$ cat src/shared/pfrs_defines.svh
// Constants for the power-failure response sequencer: timing, offsets, fields and resets.
`ifndef PFRS_DEFINES_SVH
`define PFRS_DEFINES_SVH

// ----------------------------------------------------------------------------
// Timing
// ----------------------------------------------------------------------------
// Clock period in ns, length of one millisecond in ns, and the cycles in it.
`define PFRS_CLK_NS 10
`define PFRS_MS_NS 1000000
`define PFRS_CYC_PER_MS (`PFRS_MS_NS / `PFRS_CLK_NS)
// Interruption lengths in ms: the ride-through limit and the sure-detection limit.
`define PFRS_STD_IGNORE_MS 20
`define PFRS_AC_IGNORE_MS 10
`define PFRS_AC_ALWAYS_MS 25
`define PFRS_DC_IGNORE_MS 2
`define PFRS_DC_ALWAYS_MS 10
// Width of the saturating outage millisecond count.
`define PFRS_MS_W 8

// ----------------------------------------------------------------------------
// Register byte offsets
// ----------------------------------------------------------------------------
`define PFRS_OFS_CTRL 8'h00
`define PFRS_OFS_STATUS 8'h04
`define PFRS_OFS_IRQ_STAT 8'h08
`define PFRS_OFS_IRQ_MASK 8'h0C
`define PFRS_OFS_LOG_TIME 8'h10
`define PFRS_OFS_CLOCK 8'h14

// ----------------------------------------------------------------------------
// Fields and reset values
// ----------------------------------------------------------------------------
`define PFRS_CTRL_IMM 0
`define PFRS_CTRL_DC 1
`define PFRS_CTRL_CLR 2
`define PFRS_CTRL_W 3
`define PFRS_CTRL_RST 3'h0
`define PFRS_EV_MOM 0
`define PFRS_EV_PWR 1
`define PFRS_EV_RST 2
`define PFRS_EV_RES 3
`define PFRS_EV_W 4
`define PFRS_EV_RST_VAL 4'h0

`endif

$ cat src/shared/pfrs_pkg.sv
// Types shared by the power-failure response sequencer modules.
package pfrs_pkg;

   // Sequencer states; each step of a multi-step reaction takes one state.
   typedef enum logic [3:0] {
      ST_RUN,
      ST_SUSP,
      ST_RESUME,
      ST_IMM_OUT,
      ST_IMM_SUSP,
      ST_IMM_FAIL,
      ST_HALT,
      ST_OFF,
      ST_FAIL,
      ST_DIS,
      ST_RESTART
   } pfrs_state_e;

endpackage

$ cat src/shared/pfrs_tmr_if.sv
// Interface between the sequencer core and its outage timer.
`timescale 1ns/1ps
`include "pfrs_defines.svh"

interface pfrs_tmr_if;
   logic loss;                          // Synchronised supply-loss level.
   logic [`PFRS_MS_W-1:0] ms_count;     // Whole ms elapsed since loss rose.
   logic ms_tick;                       // Free-running one-cycle ms pulse.

   modport timer (input loss, output ms_count, output ms_tick);
   modport user (output loss, input ms_count, input ms_tick);
endinterface

$ cat src/hdl/pfrs_sync.sv
// Two-flop synchroniser for a group of level inputs.
`timescale 1ns/1ps

module pfrs_sync #(
   parameter int W = 1
) (
   input wire logic CLK,
   input wire logic RST,
   input wire logic [W-1:0] D,
   output logic [W-1:0] Q
);
   // First stage; only the second stage reads it.
   logic [W-1:0] meta;

   // Both stages clear on reset so a supply fault is not seen before it is real.
   always_ff @(posedge CLK or posedge RST) begin
      if (RST) begin
         meta <= '0;
         Q <= '0;
      end else begin
         meta <= D;
         Q <= meta;
      end
   end
endmodule // pfrs_sync

$ cat src/hdl/pfrs_ms_timer.sv
// Outage millisecond counter and free-running millisecond tick.
`timescale 1ns/1ps
`include "pfrs_defines.svh"

module pfrs_ms_timer #(
   parameter int CYC_PER_MS = `PFRS_CYC_PER_MS
) (
   input wire logic CLK,
   input wire logic RST,
   pfrs_tmr_if.timer tmr
);
   localparam int CW = $clog2(CYC_PER_MS + 1);
   localparam logic [CW-1:0] LAST = CW'(CYC_PER_MS - 1);

   logic [CW-1:0] loss_sub;   // Cycles into the current outage millisecond.
   logic [CW-1:0] free_sub;   // Cycles into the current free millisecond.
   wire loss_ms_done = (loss_sub == LAST);
   wire free_ms_done = (free_sub == LAST);
   wire cnt_sat = &tmr.ms_count;

   // The outage count starts at the rise of loss and clears as soon as it falls.
   // It saturates, since every threshold lies far below its top.
   always_ff @(posedge CLK or posedge RST) begin
      if (RST) begin
         loss_sub <= '0;
         tmr.ms_count <= '0;
      end else if (!tmr.loss) begin
         loss_sub <= '0;                                 // see RQ19
         tmr.ms_count <= '0;
      end else if (loss_ms_done) begin
         loss_sub <= '0;
         tmr.ms_count <= cnt_sat ? tmr.ms_count : tmr.ms_count + 1'b1; // see RQ19
      end else begin
         loss_sub <= loss_sub + 1'b1;
      end
   end

   // Free prescaler for the event time-of-day clock.
   always_ff @(posedge CLK or posedge RST) begin
      if (RST) begin
         free_sub <= '0;
         tmr.ms_tick <= 1'b0;
      end else begin
         free_sub <= free_ms_done ? '0 : free_sub + 1'b1;
         tmr.ms_tick <= free_ms_done;
      end
   end
endmodule // pfrs_ms_timer

$ cat src/hdl/pfrs_top.sv
// Power-failure response sequencer: APB registers, detection and reaction state machine.
//
// Behaviour
// RQ1: Two modes; standard after configuration reset.
// RQ2: Standard: outage up to 20 ms ignored.
// RQ3: Standard: longer outage may be detected.
// RQ4: Standard detect: suspend, hold outputs, log time.
// RQ5: Standard: program resumes when supply returns.
// RQ6: Standard low logic: halt, outputs off, relay.
// RQ7: Standard: logic back above limit, reset restart.
// RQ8: Immediate AC: outage up to 10 ms ignored.
// RQ9: Immediate AC: 10 to 25 ms uncertain.
// RQ10: Immediate AC: over 25 ms always detected.
// RQ11: Immediate DC: outage up to 2 ms ignored.
// RQ12: Immediate DC: 2 to 10 ms uncertain.
// RQ13: Immediate DC: over 10 ms always detected.
// RQ14: Immediate detect: outputs, suspend, relay, log.
// RQ15: Immediate: momentary failure ends in reset restart.
// RQ16: Immediate low logic: controller fully disabled.
// RQ17: Immediate: logic back, reset restart.
// RQ18: Software picks immediate mode only where permitted.
// RQ19: Outage measured by a millisecond counter.
//
// Decided for this implementation: the address map and the APB register port.
`timescale 1ns/1ps
`include "pfrs_defines.svh"

module pfrs_top #(
   parameter int CYC_PER_MS = `PFRS_CYC_PER_MS
) (
   input wire logic CLK,
   input wire logic RST,
   // APB slave.
   input wire logic PSEL,
   input wire logic PENABLE,
   input wire logic PWRITE,
   input wire logic [7:0] PADDR,
   input wire logic [31:0] PWDATA,
   output logic [31:0] PRDATA,
   output logic PREADY,
   output logic PSLVERR,
   // Supply monitor pins.
   input wire logic SUPPLY_LOSS,
   input wire logic LOGIC_LOW,
   // Reaction outputs.
   output logic RUN_EN,
   output logic OUT_HOLD,
   output logic OUT_CLEAR,
   output logic FAIL_RELAY,
   output logic CTRL_DISABLE,
   output logic RESET_RESTART,
   output logic RESUME,
   output logic LOG_STROBE,
   output logic [31:0] LOG_TIME,
   output logic IRQ
);

   // -------------------------------------------------------------------------
   // Pin synchronisation and outage timer
   // -------------------------------------------------------------------------
   logic [1:0] pins_q;   // Synchronised {logic_low, loss}.
   wire logic_low = pins_q[1];
   wire loss = pins_q[0];

   pfrs_tmr_if tmr ();
   assign tmr.loss = loss;

   pfrs_sync #(.W(2)) u_sync (
      .CLK(CLK),
      .RST(RST),
      .D({LOGIC_LOW, SUPPLY_LOSS}),
      .Q(pins_q)
   );

   pfrs_ms_timer #(.CYC_PER_MS(CYC_PER_MS)) u_tmr (
      .CLK(CLK),
      .RST(RST),
      .tmr(tmr)
   );

   // -------------------------------------------------------------------------
   // Register state
   // -------------------------------------------------------------------------
   logic [`PFRS_CTRL_W-1:0] ctrl;       // Mode, supply variant, output-at-stop.
   logic [`PFRS_EV_W-1:0] irq_stat;     // Sticky event bits.
   logic [`PFRS_EV_W-1:0] irq_mask;     // Interrupt enables.
   logic [31:0] clock_ms;               // Time of day in ms for the event log.
   pfrs_pkg::pfrs_state_e state;
   pfrs_pkg::pfrs_state_e next_state;

   // Configuration is whatever software chose; it alone keeps immediate mode
   // to permitted supply and processor combinations.
   wire imm = ctrl[`PFRS_CTRL_IMM];     // see RQ18
   wire dc = ctrl[`PFRS_CTRL_DC];
   wire clr_at_stop = ctrl[`PFRS_CTRL_CLR];

   // -------------------------------------------------------------------------
   // APB decode
   // -------------------------------------------------------------------------
   wire setup = PSEL && !PENABLE;
   wire wr = PSEL && PENABLE && PWRITE;
   wire hit_ctrl = (PADDR == `PFRS_OFS_CTRL);
   wire hit_status = (PADDR == `PFRS_OFS_STATUS);
   wire hit_stat = (PADDR == `PFRS_OFS_IRQ_STAT);
   wire hit_mask = (PADDR == `PFRS_OFS_IRQ_MASK);
   wire hit_log = (PADDR == `PFRS_OFS_LOG_TIME);
   wire hit_clock = (PADDR == `PFRS_OFS_CLOCK);
   wire mapped = hit_ctrl | hit_status | hit_stat | hit_mask | hit_log | hit_clock;
   wire [`PFRS_EV_W-1:0] w1c = (wr && hit_stat) ? PWDATA[`PFRS_EV_W-1:0] : '0;

   // Read data selection for the access phase.
   logic [31:0] rd_mux;
   always_comb begin
      rd_mux = 32'h0000_0000;
      if (hit_ctrl) begin
         rd_mux[`PFRS_CTRL_W-1:0] = ctrl;
      end else if (hit_status) begin
         rd_mux[`PFRS_MS_W-1:0] = tmr.ms_count;
         rd_mux[8] = loss;
         rd_mux[9] = logic_low;
         rd_mux[15:12] = state;
      end else if (hit_stat) begin
         rd_mux[`PFRS_EV_W-1:0] = irq_stat;
      end else if (hit_mask) begin
         rd_mux[`PFRS_EV_W-1:0] = irq_mask;
      end else if (hit_log) begin
         rd_mux = LOG_TIME;
      end else if (hit_clock) begin
         rd_mux = clock_ms;
      end
   end

   // Zero wait states: every access ends at its first access-phase edge.
   assign PREADY = 1'b1;

   // Read data and error are captured in the setup cycle so they come from flops.
   always_ff @(posedge CLK or posedge RST) begin
      if (RST) begin
         PRDATA <= 32'h0000_0000;
         PSLVERR <= 1'b0;
      end else if (setup) begin
         PRDATA <= rd_mux;
         PSLVERR <= !mapped;
      end
   end

   // Writable registers; the mode comes up as standard after reset.
   always_ff @(posedge CLK or posedge RST) begin
      if (RST) begin
         ctrl <= `PFRS_CTRL_RST;            // see RQ1
         irq_mask <= `PFRS_EV_RST_VAL;
      end else if (wr) begin
         if (hit_ctrl) begin
            ctrl <= PWDATA[`PFRS_CTRL_W-1:0];
         end
         if (hit_mask) begin
            irq_mask <= PWDATA[`PFRS_EV_W-1:0];
         end
      end
   end

   // Time of day: software sets it, the free ms tick advances it.
   always_ff @(posedge CLK or posedge RST) begin
      if (RST) begin
         clock_ms <= 32'h0000_0000;
      end else if (wr && hit_clock) begin
         clock_ms <= PWDATA;
      end else if (tmr.ms_tick) begin
         clock_ms <= clock_ms + 32'h0000_0001;
      end
   end

   // -------------------------------------------------------------------------
   // Detection thresholds
   // -------------------------------------------------------------------------
   // Detection fires one ms past the ride-through limit of the mode, so every
   // outage up to the limit passes and each longer one is caught well inside
   // the sure-detection limit. Standard mode has no upper bound to meet.
   localparam logic [`PFRS_MS_W-1:0] STD_LIM = `PFRS_MS_W'(`PFRS_STD_IGNORE_MS);
   localparam logic [`PFRS_MS_W-1:0] AC_LIM = `PFRS_MS_W'(`PFRS_AC_IGNORE_MS);
   localparam logic [`PFRS_MS_W-1:0] DC_LIM = `PFRS_MS_W'(`PFRS_DC_IGNORE_MS);
   wire [`PFRS_MS_W-1:0] imm_lim = dc ? DC_LIM : AC_LIM;     // see RQ8, RQ11
   wire [`PFRS_MS_W-1:0] lim = imm ? imm_lim : STD_LIM;      // see RQ2, RQ3
   wire momentary = tmr.ms_count > lim;                       // see RQ9, RQ12

   // -------------------------------------------------------------------------
   // Reaction state machine
   // -------------------------------------------------------------------------
   // Low logic supply outranks a momentary outage in ST_RUN and the return of supply in ST_SUSP and ST_IMM_FAIL.
   always_comb begin
      next_state = state;
      unique case (state)
         pfrs_pkg::ST_RUN: begin
            if (logic_low) begin
               next_state = imm ? pfrs_pkg::ST_DIS : pfrs_pkg::ST_HALT; // see RQ6, RQ16
            end else if (momentary) begin
               next_state = imm ? pfrs_pkg::ST_IMM_OUT : pfrs_pkg::ST_SUSP; // see RQ4, RQ14
            end
         end
         pfrs_pkg::ST_SUSP: begin
            if (logic_low) begin
               next_state = pfrs_pkg::ST_HALT;
            end else if (!loss) begin
               next_state = pfrs_pkg::ST_RESUME;                 // see RQ5
            end
         end
         pfrs_pkg::ST_RESUME: next_state = pfrs_pkg::ST_RUN;
         pfrs_pkg::ST_IMM_OUT: next_state = pfrs_pkg::ST_IMM_SUSP; // see RQ14
         pfrs_pkg::ST_IMM_SUSP: next_state = pfrs_pkg::ST_IMM_FAIL;
         pfrs_pkg::ST_IMM_FAIL: begin
            if (logic_low) begin
               next_state = pfrs_pkg::ST_DIS;
            end else if (!loss) begin
               next_state = pfrs_pkg::ST_RESTART;                // see RQ15
            end
         end
         pfrs_pkg::ST_HALT: next_state = pfrs_pkg::ST_OFF;       // see RQ6
         pfrs_pkg::ST_OFF: next_state = pfrs_pkg::ST_FAIL;
         pfrs_pkg::ST_FAIL: begin
            if (!logic_low) begin
               next_state = pfrs_pkg::ST_RESTART;                // see RQ7
            end
         end
         pfrs_pkg::ST_DIS: begin
            if (!logic_low) begin
               next_state = pfrs_pkg::ST_RESTART;                // see RQ17
            end
         end
         pfrs_pkg::ST_RESTART: next_state = pfrs_pkg::ST_RUN;
         default: next_state = pfrs_pkg::ST_RUN;
      endcase
   end

   always_ff @(posedge CLK or posedge RST) begin
      if (RST) begin
         state <= pfrs_pkg::ST_RUN;
      end else begin
         state <= next_state;
      end
   end

   // -------------------------------------------------------------------------
   // Output decode
   // -------------------------------------------------------------------------
   wire in_imm = (state == pfrs_pkg::ST_IMM_OUT) || (state == pfrs_pkg::ST_IMM_SUSP) ||
                 (state == pfrs_pkg::ST_IMM_FAIL);
   wire d_run = (state == pfrs_pkg::ST_RUN);
   wire d_exec = d_run || (state == pfrs_pkg::ST_IMM_OUT);     // see RQ14
   wire d_hold = (state == pfrs_pkg::ST_SUSP) || (in_imm && !clr_at_stop); // see RQ4, RQ14
   wire d_clear = (in_imm && clr_at_stop) || (state == pfrs_pkg::ST_OFF) ||
                  (state == pfrs_pkg::ST_FAIL) || (state == pfrs_pkg::ST_DIS); // see RQ6
   wire d_relay = (state == pfrs_pkg::ST_IMM_FAIL) || (state == pfrs_pkg::ST_FAIL) ||
                  (state == pfrs_pkg::ST_DIS);
   wire d_dis = (state == pfrs_pkg::ST_DIS);                     // see RQ16
   wire enter_mom = d_run && !logic_low && momentary;
   wire enter_pwr = d_run && logic_low;

   // Outputs follow the state one cycle later, from flops, so no decode glitch
   // can reach the output modules or the relay driver.
   always_ff @(posedge CLK or posedge RST) begin
      if (RST) begin
         RUN_EN <= 1'b0;
         OUT_HOLD <= 1'b0;
         OUT_CLEAR <= 1'b0;
         FAIL_RELAY <= 1'b0;
         CTRL_DISABLE <= 1'b0;
         RESET_RESTART <= 1'b0;
         RESUME <= 1'b0;
         LOG_STROBE <= 1'b0;
      end else begin
         RUN_EN <= d_exec;
         OUT_HOLD <= d_hold;
         OUT_CLEAR <= d_clear;
         FAIL_RELAY <= d_relay;
         CTRL_DISABLE <= d_dis;
         RESET_RESTART <= (state == pfrs_pkg::ST_RESTART);
         RESUME <= (state == pfrs_pkg::ST_RESUME);
         LOG_STROBE <= enter_mom;                                // see RQ4, RQ14
      end
   end

   // The event time is taken as the outage is recognised.
   always_ff @(posedge CLK or posedge RST) begin
      if (RST) begin
         LOG_TIME <= 32'h0000_0000;
      end else if (enter_mom) begin
         LOG_TIME <= clock_ms;
      end
   end

   // -------------------------------------------------------------------------
   // Interrupts
   // -------------------------------------------------------------------------
   logic [`PFRS_EV_W-1:0] ev;
   always_comb begin
      ev = '0;
      ev[`PFRS_EV_MOM] = enter_mom;
      ev[`PFRS_EV_PWR] = enter_pwr;
      ev[`PFRS_EV_RST] = (state == pfrs_pkg::ST_RESTART);
      ev[`PFRS_EV_RES] = (state == pfrs_pkg::ST_RESUME);
   end

   // A new event in the same cycle as its write-one clear still sets the bit.
   always_ff @(posedge CLK or posedge RST) begin
      if (RST) begin
         irq_stat <= `PFRS_EV_RST_VAL;
         IRQ <= 1'b0;
      end else begin
         irq_stat <= (irq_stat & ~w1c) | ev;
         IRQ <= |(irq_stat & irq_mask);
      end
   end
endmodule // pfrs_top

$ cat config.mk
export PLATFORM = sky130hd
export DESIGN_NAME = pfrs_top
export DESIGN_NICKNAME = d
export VERILOG_FILES = /design/src/shared/pfrs_pkg.sv /design/src/shared/pfrs_tmr_if.sv /design/src/hdl/pfrs_sync.sv /design/src/hdl/pfrs_ms_timer.sv /design/src/hdl/pfrs_top.sv
export VERILOG_INCLUDE_DIRS = /design/src /design/src/shared
export SDC_FILE = /design/constraint.sdc
export NUM_CORES = 1
export LEC_CHECK = 0
export ABC_CLOCK_PERIOD_IN_PS = 13360
export BUFFER_PORTS_ARGS = -buffer_cell sky130_fd_sc_hd__buf_4
export CAP_MARGIN = 20
export CORE_ASPECT_RATIO = 1.4
export CORE_MARGIN = 3
export CORE_UTILIZATION = 50
export DETAILED_ROUTE_END_ITERATION = 6
export PLACE_DENSITY = 0.73
export SLEW_MARGIN = 15
export SYNTH_ARGS = -nofsm -noshare
export SYNTH_HDL_FRONTEND = slang
export SYNTH_SLANG_ARGS = --single-unit
$ cat constraint.sdc
create_clock -name CLK -period 13.36 [get_ports CLK]
set_input_delay 0.668 -clock CLK [delete_from_list [all_inputs] [get_ports CLK]]
set_output_delay 0.668 -clock CLK [all_outputs]
set_load 0.05 [all_outputs]
Word level (Yosys, flattened, before mapping)
Cells that the tools add are included.
W data, S select, Z words.
{ "word_totals": {"reg_bits": 168, "word_cells": 126, "inputBits": 47, "output_inout_bits": 75} }
{ "classes": {"eq_ne": 23, "reduce_logical": 33, "n_lt_le_gt_ge": 1, "bitwise": 9, "addsub": 4, "muxes": 33} }
{ "op_table": {"columns": ["op", "count"], "rows": [
  ["$mux W32", 4],
  ["$mux W28", 2],
  ["$mux W4", 13],
  ["$mux W17", 3],
  ["$add A17 B1 Y17 const B", 2],
  ["$eq A17 B17 Y1 const B", 2],
  ["$add A32 B1 Y32 const B", 1],
  ["$pmux W4 S8", 1],
  ["$mux W29", 1],
  ["$mux W8", 3],
  ["$eq A4 B3 Y1 const B", 4],
  ["$eq A8 B4 Y1 const B", 2],
  ["$eq A8 B5 Y1 const B", 2],
  ["$mux W16", 1],
  ["$eq A4 B4 Y1 const B", 3],
  ["$logic_and A1 B1 Y1", 10],
  ["$mux W10", 1],
  ["$logic_or A1 B1 Y1", 9],
  ["$ne A3 B2 Y1 const B", 3],
  ["$add A8 B1 Y8 const B", 1],
  ["$and A4 B4 Y4", 2],
  ["$eq A4 B2 Y1 const B", 2],
  ["$eq A8 B3 Y1 const B", 1],
  ["$gt A8 B5 Y1", 1],
  ["other kinds (18)", 29]
]} }

Longest topological paths before layout
Gate-level depths: netlist (run 1).
{ "logic_depth": {"depth_word": 7, "ltp_mapped": 8, "mapped_depth_nobuf": 7} }

Cells and area by module
From an unflattened synthesis (run 1), not the netlist that was laid out.
{ "hier_totals": {"cells_unflattened": 787, "area_unflattened_um2": 8271.7} }
{ "by_module_without_submodules": {"columns": ["mod", "cells_per_inst", "area_per_inst_um2", "seq_area_each_um2", "n_inst"], "rows": [
  ["pfrs_top", 573, 6023.3, 3027.9, 1],
  ["pfrs_ms_timer", 209, 2144.6, 1076.0, 1],
  ["pfrs_sync", 5, 103.8, 100.1, 1]
]} }

Worst setup path after synthesis (run 1)
Ideal clock, no wire load.
{ "synth_timing": {"kind": "input port to flip-flop", "startpoint": "in PADDR[7]", "endpoint": "reg irq_mask[0]", "path_stages": 6, "arrival_ps": 2189, "slack_ps": 11046, "setup_time_ps": 125, "t_required_ps": 13235, "n_path_buf": 1, "path_cell_list": "or4_4 > or2_4 > nor3_2 > and3_1 > buf_2 > mux2_2"} }
{ "synth_via": {"elab_chain_cells": 2} }
{ "synth_rtl": {"columns": ["element", "line_no", "rtl"], "rows": [
  ["start, declared", "pfrs_top.sv:37", "input wire logic [7:0] PADDR,"],
  ["$eq A8 B4 Y1 (no line)", null, null],
  ["$reduce_and A2 Y1 (no line)", null, null],
  ["end signal, assigned", "pfrs_top.sv:151", "irq_mask <= `PFRS_EV_RST_VAL;"],
  ["end signal, assigned", "pfrs_top.sv:157", "irq_mask <= PWDATA[`PFRS_EV_W-1:0];"],
  ["end, declared", "pfrs_top.sv:86", "logic [`PFRS_EV_W-1:0] irq_mask;"]
]} }
Every way passes these cells.
A chain may end at the register's enable or synchronous reset.

Worst setup path in the final report (run 1)
{ "layout_timing": {"startpoint": "reg u_tmr.tmr.ms_count[2]", "endpoint": "reg LOG_TIME[6]"} }
{ "layout_via": {"elab_chain_cells": 2} }
{ "layout_rtl": {"columns": ["element", "line_no", "rtl"], "rows": [
  ["start, declared", "pfrs_tmr_if.sv:10", "modport timer (input loss, output ms_count, output ms_tick);"],
  ["start signal, assigned", "pfrs_ms_timer.sv:32", "tmr.ms_count <= cnt_sat ? tmr.ms_count : tmr.ms_count + 1'b1;"],
  ["$gt A8 B5 Y1", "pfrs_top.sv:184", "wire momentary = tmr.ms_count > lim;"],
  ["$logic_and A1 B1 Y1", "pfrs_top.sv:255", "wire enter_mom = d_run && !logic_low && momentary;"],
  ["end signal, assigned", "pfrs_top.sv:287", "LOG_TIME <= clock_ms;"],
  ["end, declared", "pfrs_top.sv:54", "output logic [31:0] LOG_TIME,"]
]} }
Every way passes these cells.

==> results of run 1 <==
placed cells by master (no fill, tap or decap), types with 3 or more instances in the layout:
cell type / synthesis / final
nand4_1: 17 / 17
and3_1: 13 / 13
a22oi_1: 12 / 12
nor2_1: 71 / 71
o21ai_0: 47 / 47
a21o_1: 3 / 3
xnor2_1: 37 / 37
a21oi_1: 31 / 31
nand2_1: 86 / 86
and4_1: 12 / 12
ha_1: 11 / 11
dfrtp_1: 168 / 168
clkinv_2: 0 / 3
clkinvlp_4: 0 / 3
nand3_1: 22 / 22
bufinv_16: 0 / 4
nor4_2: 3 / 3
o21ai_1: 3 / 3
mux2i_1: 34 / 34
a221oi_1: 6 / 6
nor4_1: 7 / 7
o22ai_1: 3 / 3
buf_4: 1 / 123
inv_1: 20 / 19
clkbuf_16: 0 / 17
mux2_2: 41 / 41
o31ai_1: 4 / 4
nand2b_1: 5 / 5
nor2b_1: 8 / 8
a31o_2: 3 / 3
nor3_1: 21 / 21
xor2_1: 23 / 23
synthesized netlist by cell type (all sizes together), types with 6 or more instances:
library cell	count	area, um^2
nand3	22	110
dfrtp	168	4200
a221oi	6	52.6
a21oi	31	155
xor2	23	201
inv	20	75.1
clkbuf	15	57.6
and3	13	81.3
nor2b	8	50.1
nor4	11	103
ha	11	138
and4	12	105
nor3	22	115
nand4	17	106
buf	15	75.1
mux2i	34	340
nand2	86	323
a22oi	12	90.1
mux2	41	462
o21ai	50	250
nor2	71	267
xnor2	37	324
state kept, by name, summed over array words and instances (netlist names):
signal              cells
clock_ms               32
PRDATA                 32
u_sync.meta             2
u_tmr.tmr.ms_count      8
LOG_STROBE              1
RUN_EN                  1
irq_stat                4
OUT_HOLD                1
u_tmr.tmr.ms_tick       1
RESET_RESTART           1
u_tmr.free_sub         17
IRQ                     1
PSLVERR                 1
irq_mask                4
LOG_TIME               32
u_tmr.loss_sub         17
OUT_CLEAR               1
CTRL_DISABLE            1
FAIL_RELAY              1
u_sync.Q                2
ctrl                    3
state                   4
RESUME                  1
metrics by stage:
stage          instance area, um^2  hold slack (ns)  instances
2_1_floorplan                 8070            0.331        775
3_3_place_gp                  9130            0.344       1064
5_1_grt                       9750            0.336       1096
3_5_place_dp                  9130            0.343       1064
6_report                      9750            0.341       1096
4_1_cts                       9750            0.326       1096
power by group:
part	switching, mW	internal (mW)	leakage (nW)
combinational	0.0996	0.0569	2.21
sequential	0.0313	0.529	2.13
clock	0.202	0.317	0.296
total	0.333	0.903	4.63
layout make-up:
type / count / area [um^2]
timing repair buffer: 123 / 923
fill: 1324 / 5930
sequential: 168 / 4200
clock inverter: 12 / 175
tap: 196 / 245
multi-input combinational: 556 / 3670
clock buffer: 20 / 447
inverter: 21 / 83.8
how the worst min path moves through the flow:
| stage | startpoint | endpoint | slack [ns] | cells after the start |
|---|---|---|---|---|
| 2_1_floorplan | u_sync.meta[0] | u_sync.Q[0] | 0.33 | 0 |
| 3_3_place_gp | u_sync.meta[1] | u_sync.Q[1] | 0.34 | 0 |
| 3_5_place_dp | u_sync.meta[1] | u_sync.Q[1] | 0.34 | 0 |
| 4_1_cts | LOGIC_LOW | u_sync.meta[1] | 0.33 | 1 |
| 5_1_grt | LOGIC_LOW | u_sync.meta[1] | 0.34 | 1 |
| 6_report | LOGIC_LOW | u_sync.meta[1] | 0.34 | 1 |
worst reg2reg max path: stages, from the launching register on:
cell and delay (ns):
dfrtp_1 0.49, ha_1 0.36, nor2b_1 0.13, o211ai_1 0.15, a21oi_1 0.14, o21bai_4 0.87, mux2_2 0.43
routing by layer:
metal | track usage, % | wire (um)
met1 | 28.4 | 7840
met2 | 38.2 | 9950
met3 | 5.69 | 1060
met4 | 8.08 | 458
met5 | 0 | 0
cell families after synthesis:
kind of cell	after synthesis	synth area share, %
xor+xnor	60	6.51
fa+ha+maj	11	1.70
flops	168	52.1
simple gates	285	17.8
compound gates	124	9.28
buf+inv	51	2.62
mux	75	9.93
other cells	1	0.0464
==> results.ini, run 1 <==
[outcome]
outcome=finished clean

[layout]
antenna_cells=0
area_growth_pct=20.7
fin_util_pct=62.2
finalNetCount=945
drive_gt1_share_pct=23.3

[yosys]
synth-main-ff-cell=dfrtp_1
ys_seq_elements=168
synth-edff-count=0
synth_cell_type_count=60
avgSynthCellArea_um2=10.4
syn_area_mm2=0.00807
ys_seq_area_share_pct=52.1
async_reset_ff_share_pct=100
synth.net_count=833
synth-warning-count=0
syn_inst=775

[critical_path]
path_max_fanout=34
crit_buf_inv=0
startpoint=u_tmr.tmr.ms_count[2]
endpoint=LOG_TIME[6]
cp_num_cells=6
crit_slowest_cell=o21bai_4
reg2reg_slack_ns=10.68
crit_required_ns=13.67
crit_chain=ha_1 -> nor2b_1 -> o211ai_1 -> a21oi_1 -> o21bai_4 -> mux2_2
crit_family=compound AO/OA/AOI/OAI gates
start_kind=register
reg2reg_depth=6
rr_startpoint=u_tmr.tmr.ms_count[2]
slowest_delay_ns=0.87
path_class=register to register
critPathCaptureType=register
crit_arrival_ns=2.99
timing.rr.end=LOG_TIME[6]

[clock_network]
cts.sinks=168
ctsHoldBuffers=0
cts_setup_buffers=0
clk_latency_ns=0.43
root_buffer=clkbuf_16
cts_tree=yes
ctsResizeCount=0
ctsLongestPathBuffers=2
numCtsBuffers=17
htreeDepth=4
clk_pin_slew_ns=0.06

[global_route]
antenna_found_initial=0
grt_pass1_wl_um=31600
grt-ovfl-total=0
gr-usage-all-layers_pct=22.7
grt_max_degree=94
grt_pass1_vias=6204

[die]
rows=54
dieHeight_um=156
fp.coreArea_mm2=0.0157
initial_core_util_pct=51.5
die_area_mm2=0.0177
ios=122
die_w_um=113

[job]
drv_cap=0

[placement]
post-place-ws_ns=10.47
dpl.hpwl_um=13400
port-buffer-count=120
place_congestion=0.858

[drt]
drt_wl_total_um=19300
vias=6186
drt_iter0_drc=372
antenna_left=0
drtPass1Iterations=6
vias_per_cell=5.64
wl_per_cell_um=17.6
post-route-drc-count=0

[sta]
hold_viol_final=0
worstMarginPinSlew_ns=1.08
finalMaxSlewViolations=0
rsz0062_at_grt=false
fin_crit_sh_pct=20.1
fmax_mhz=373
finalSetupViolCount=0
tns_ns=0
period_needed_ns=2.68
fin_worst_skew_ns=0.00903
setup_slack_ns=10.68
slew_headroom_pct=28.1

[pwr]
ir_drop_v=0.000129
power_mw=1.24
p_per_area_mw_per_mm2=127
p_leak_nw=4.63

[worst_hold_path]
hold_class=input pin to register

Note: power is estimated with default switching activity, not from simulation.
==> inputs of run 2 (changes only) <==
--- a/config.mk
+++ b/config.mk
@@ -6,7 +6,7 @@
 export SDC_FILE = /design/constraint.sdc
 export NUM_CORES = 1
 export LEC_CHECK = 0
-export ABC_CLOCK_PERIOD_IN_PS = 13360
+export ABC_CLOCK_PERIOD_IN_PS = 2500
 export BUFFER_PORTS_ARGS = -buffer_cell sky130_fd_sc_hd__buf_4
 export CAP_MARGIN = 20
 export CORE_ASPECT_RATIO = 1.4
==> constraint.sdc (replaced) <==
create_clock -name CLK -period 2.5 [get_ports CLK]
set_input_delay 0.125 -clock CLK [delete_from_list [all_inputs] [get_ports CLK]]
set_output_delay 0.125 -clock CLK [all_outputs]
set_load 0.05 [all_outputs]
==> run 2 against run 1 <==
Utilization up 2.8 points. Wire length up 3.9%. Largest cell class unchanged. Sequential power rose to 5.2 times the previous value. Clock skew up 0.0026 ns.
==> results.ini, run 2 (synthesis results as in run 1) <==
[drt]
drtPass1Iterations=5
drt_wl_total_um=20100
vias=6422
wl_per_cell_um=17.5
vias_per_cell=5.62
antenna_left=0
drt_iter0_drc=404
post-route-drc-count=0

[worst_hold_path]
hold_class=input pin to register
holdPathStages=4

[clock_network]
ctsLongestPathBuffers=2
cts_tree=yes
cts.sinks=168
ctsHoldBuffers=35
clk_pin_slew_ns=0.06
numCtsBuffers=17
cts_setup_buffers=0
clk_latency_ns=0.42
ctsResizeCount=0
root_buffer=clkbuf_16
htreeDepth=4

[sta]
hold_ws_ns=0.138
finalMaxSlewViolations=0
fin_crit_sh_pct=85.8
hold_viol_final=0
slew_headroom_pct=52.1
period_needed_ns=2.14
setup_slack_ns=0.355
worstMarginPinSlew_ns=0.709
fmax_mhz=466
rsz0062_at_grt=false
finalSetupViolCount=0
fin_worst_skew_ns=0.0116
tns_ns=0

[critical_path]
crit_buf_inv=0
reg2reg_depth=4
crit_slowest_cell=nor4b_1
crit_arrival_ns=2.44
crit_chain=nor4b_1 -> and4_1 -> a41oi_1 -> a311oi_1
cp_num_cells=4
crit_required_ns=2.79
start_kind=register
critPathCaptureType=register
path_class=register to register
path_max_fanout=6
slowest_delay_ns=0.67
crit_family=simple AND/OR/NAND/NOR gates

[global_route]
grt-ovfl-total=0
grt_pass1_wl_um=32200
grt_pass1_vias=6314
gr-usage-all-layers_pct=22.8
grt_max_degree=80
antenna_found_initial=0

[layout]
area_growth_pct=26.2
nFillCells=1252
largestRegisters=LOG_TIME (32), PRDATA (32), clock_ms (32)
final_cell_mix=168 x dfrtp_1, 132 x buf_4, 86 x nand2_1
finalNetCount=993
stdcell_area_mm2=0.0102
antenna_cells=0
drive_gt1_share_pct=23.4
mostFrequentLayoutCell=dfrtp_1

[die]
die_area_mm2=0.0177
fp.coreArea_mm2=0.0157
initial_core_util_pct=51.5
rows=54
dieHeight_um=156
die_w_um=113
ios=122

[pwr]
p_per_area_mw_per_mm2=635
power_mw=6.47
ir_drop_v=0.000622
p_leak_nw=4.82

[outcome]
outcome=finished clean

[placement]
dpl.hpwl_um=13700
post-place-ws_ns=0.371
port-buffer-count=120
place_congestion=0.861
place_area_mm2=0.00927

[job]
drv_cap=0

run 2: cell types whose count changed in the layout (fill, tap and decap cells not counted):
cell,delta
dlygate4sd3_1,+35
buf_4,+9
clkinvlp_4,+3
buf_12,+4
bufinv_16,-3
clkinv_2,-3
clkbuf_8,+2
run 2: path summary, 6_finish.rpt:
kind | from | end | slack [ns]
hold reg to reg | u_sync.meta[1] | u_sync.Q[1] | 0.34
max in group asynchronous | RST | PRDATA[6] | 1.45
hold / removal | PENABLE | PRDATA[2] | 0.14
min in group asynchronous | RST | LOG_STROBE | 0.29
setup / recovery | u_tmr.loss_sub[14] | u_tmr.tmr.ms_count[4] | 0.36
setup reg to reg | u_tmr.loss_sub[14] | u_tmr.tmr.ms_count[4] | 0.36
run 2: cell type report:
type,instances,area [um^2],area share [%]
Tap cell,196,245,2.41
Clock buffer,22,474,4.65
Inverter,21,82.6,0.810
Timing Repair Buffer,171,1420,13.9
Sequential cell,168,4200,41.3
Clock inverter,9,93.8,0.921
Multi-Input combinational cell,556,3670,36.0
run 2: power by group:
| part | leakage [nW] | total [mW] | switching (mW) | internal (mW) |
|---|---|---|---|---|
| Clock | 0.261 | 2.53 | 1.08 | 1.45 |
| Combinational | 2.44 | 1.04 | 0.657 | 0.388 |
| Sequential | 2.13 | 2.90 | 0.0672 | 2.83 |
run 2: metal layers:
metal	vias up	global-route usage, %	routed length, um
met2	154	40.8	10700
met5	-	0	0
li1	3060	-	-
met4	0	6.70	280
met3	22	3.91	831
met1	3186	28.3	8210
run 2: through the flow:
stage / utilization [%] / std cells
2_1_floorplan: - / 775
3_5_place_dp: 59.2 / 1077
3_3_place_gp: 59.2 / 1077
6_report: 65.0 / 1143
5_1_grt: 65.0 / 1143
4_1_cts: 65.0 / 1143
run 2: tightest hold or removal path: cells and delay by family:
family | cells | cell delay (ns)
AOI/OAI and AO/OA | 1 | 0.16
buffers and inverters | 1 | 0.09
and+or+nand+nor | 2 | 0.14
==> inputs of run 3 (changes only) <==
--- a/config.mk
+++ b/config.mk
@@ -12,8 +12,11 @@
 export CORE_ASPECT_RATIO = 1.4
 export CORE_MARGIN = 3
 export CORE_UTILIZATION = 50
+export CTS_BUF_LIST = sky130_fd_sc_hd__clkbuf_4
 export DETAILED_ROUTE_END_ITERATION = 6
 export PLACE_DENSITY = 0.73
+export RECOVER_POWER = 50
+export SKIP_LAST_GASP = 1
 export SLEW_MARGIN = 15
 export SYNTH_ARGS = -nofsm -noshare
 export SYNTH_HDL_FRONTEND = slang
==> run 3 against run 2 <==
The run now ends with max-capacitance violations, max-slew violations left. Design area fell by 4.1%. Die area did not move. Power fell by 18%. Wire length fell by 3.1%. Register-to-register slack barely moved. Clock skew rose by 0.0088 ns. Sequential share of layout area rose by 1.8 points. Combinational power fell by 5%. Clock power fell by 43%. Clock-buffer cell count fell by 3. Final cell count rose by 0.44%. Largest cell class unchanged. Highest routed layer unchanged.
==> results.ini, run 3 (synthesis results as in run 1) <==
[layout]
nFillCells=1338
multi_input_area_mm2=0.00366
mostFrequentLayoutCell=dfrtp_1
largestRegisters=LOG_TIME (32), PRDATA (32), clock_ms (32)
final_cell_mix=168 x dfrtp_1, 109 x buf_4, 86 x nand2_1
area_growth_pct=21.0
drive_gt1_share_pct=21.1
seqCellArea_mm2=0.00420
finalNetCount=995
fin_util_pct=62.3
stdcell_area_mm2=0.00977

[drt]
antenna_left=0
drt_wl_total_um=19400
wl_per_cell_um=16.9
drtPass1Iterations=5
vias_per_cell=5.50
post-route-drc-count=0
drt_iter0_drc=309
vias=6313

[die]
ios=122
fp.coreArea_mm2=0.0157
die_area_mm2=0.0177
rows=54
dieHeight_um=156
initial_core_util_pct=51.5
die_w_um=113

[sta]
fmax_mhz=465
fin_crit_sh_pct=86.1
hold_ws_ns=0.0547
rsz0062_at_grt=false
tns_ns=0
worstMarginPinSlew_ns=1.65
period_needed_ns=2.15
finalMaxSlewViolations=35
fin_worst_skew_ns=0.0204
finalSetupViolCount=0
hold_viol_final=0
slew_headroom_pct=-10.3

[placement]
place_congestion=0.861
place_area_mm2=0.00927
port-buffer-count=120
dpl.hpwl_um=13700

[clock_network]
ctsLongestPathBuffers=2
cts_setup_buffers=0
clk_pin_slew_ns=0.14
htreeDepth=4
numCtsBuffers=17
cts_tree=yes
root_buffer=clkbuf_4
clk_latency_ns=0.53
cts.sinks=168

[critical_path]
reg2reg_slack_ns=0.35
slowest_delay_ns=0.48
reg2reg_depth=7
path_max_fanout=34
endpoint=LOG_TIME[7]
timing.rr.end=LOG_TIME[7]
startpoint=u_tmr.tmr.ms_count[2]
rr_startpoint=u_tmr.tmr.ms_count[2]
start_kind=register
crit_arrival_ns=2.56
path_class=register to register
crit_slowest_cell=dfrtp_1
critPathCaptureType=register
crit_required_ns=2.91
crit_chain=ha_1 -> nor2b_1 -> o211ai_1 -> a21oi_1 -> o21bai_4 -> buf_12 -> mux2_2

[outcome]
outcome=complete, but fails checks
violations=max-capacitance violations, max-slew violations

[global_route]
gr-usage-all-layers_pct=22.3
grt_pass1_vias=6192
antenna_found_initial=1
use_met3_pct=3.87
grtUsageMet2_pct=38.9
grt-ovfl-total=0
grt_max_degree=80
grtUsageMet1_pct=28.4
grt_busiest_layer=met2
grt_pass1_wl_um=31600

[job]
drv_cap=1

[worst_hold_path]
min_from=PADDR[5]
hold_class=input pin to register

[pwr]
p_leak_nw=4.59
ir_drop_v=0.000438
p_per_area_mw_per_mm2=545

==> run 3: how the worst min path moves through the flow <==
stage / end / slack [ns] / cells past startpoint
floorplan: u_sync.meta[0] / 0.16 / 0
global placement: LOG_STROBE / 0.17 / 2
detailed placement: LOG_STROBE / 0.18 / 2
CTS: PSLVERR / 0.02 / 3
global route: PSLVERR / 0.03 / 4
finish: PSLVERR / 0.05 / 4
==> run 3: what timing repair did <==
action / CTS / global route
gates resized for setup: 0 / 0
hold endpoints to repair: 138 / 0
hold buffers: 37 / 0
endpoints found under the setup margin: 0 / 0
==> run 3: per-stage QoR <==
| step | std cells | power [mW] | setup WS, ns |
|---|---|---|---|
| CTS | 1145 | 5.44 | 0.359 |
| detailed placement | 1077 | 3.95 | 0.371 |
| global route | 1147 | 5.59 | 0.237 |
| finish | 1148 | 5.32 | 0.348 |
| global placement | 1077 | 3.94 | 0.436 |
| floorplan | 775 | 3.60 | 0.234 |
==> run 3: power breakdown <==
part / internal (mW) / switching, mW / leakage, nW
clock network: 0.505 / 0.936 / 0.120
logic: 0.336 / 0.655 / 2.35
registers: 2.83 / 0.0655 / 2.13
total: 3.67 / 1.66 / 4.59
==> run 3: critical path: cells and delay by family, from the launching register on <==
kind	cells	cell delay, ns
compound gates	3	0.47
fa+ha+maj	1	0.34
buf+inv	1	0.24
flops	1	0.48
mux	1	0.37
simple gates	1	0.14
==> run 3: area by class of cell <==
type	instances	share of cell area, %
Clock inverter	12	1.08
Tap cell	196	2.51
Antenna cell	3	0.0768
Clock buffer	19	1.46
Sequential cell	168	43.0
Multi-Input combinational cell	556	37.5
Timing Repair Buffer	173	13.5
Inverter	21	0.819
==> run 3: metal layers <==
layer | part of all wire [%] | vias to the layer above | wire length, um
li1 | - | 3059 | -
met2 | 52 | 129 | 10200
met5 | 0 | - | 0
met4 | 1.6 | 0 | 303
met3 | 3.9 | 19 | 763
met1 | 42 | 3106 | 8190
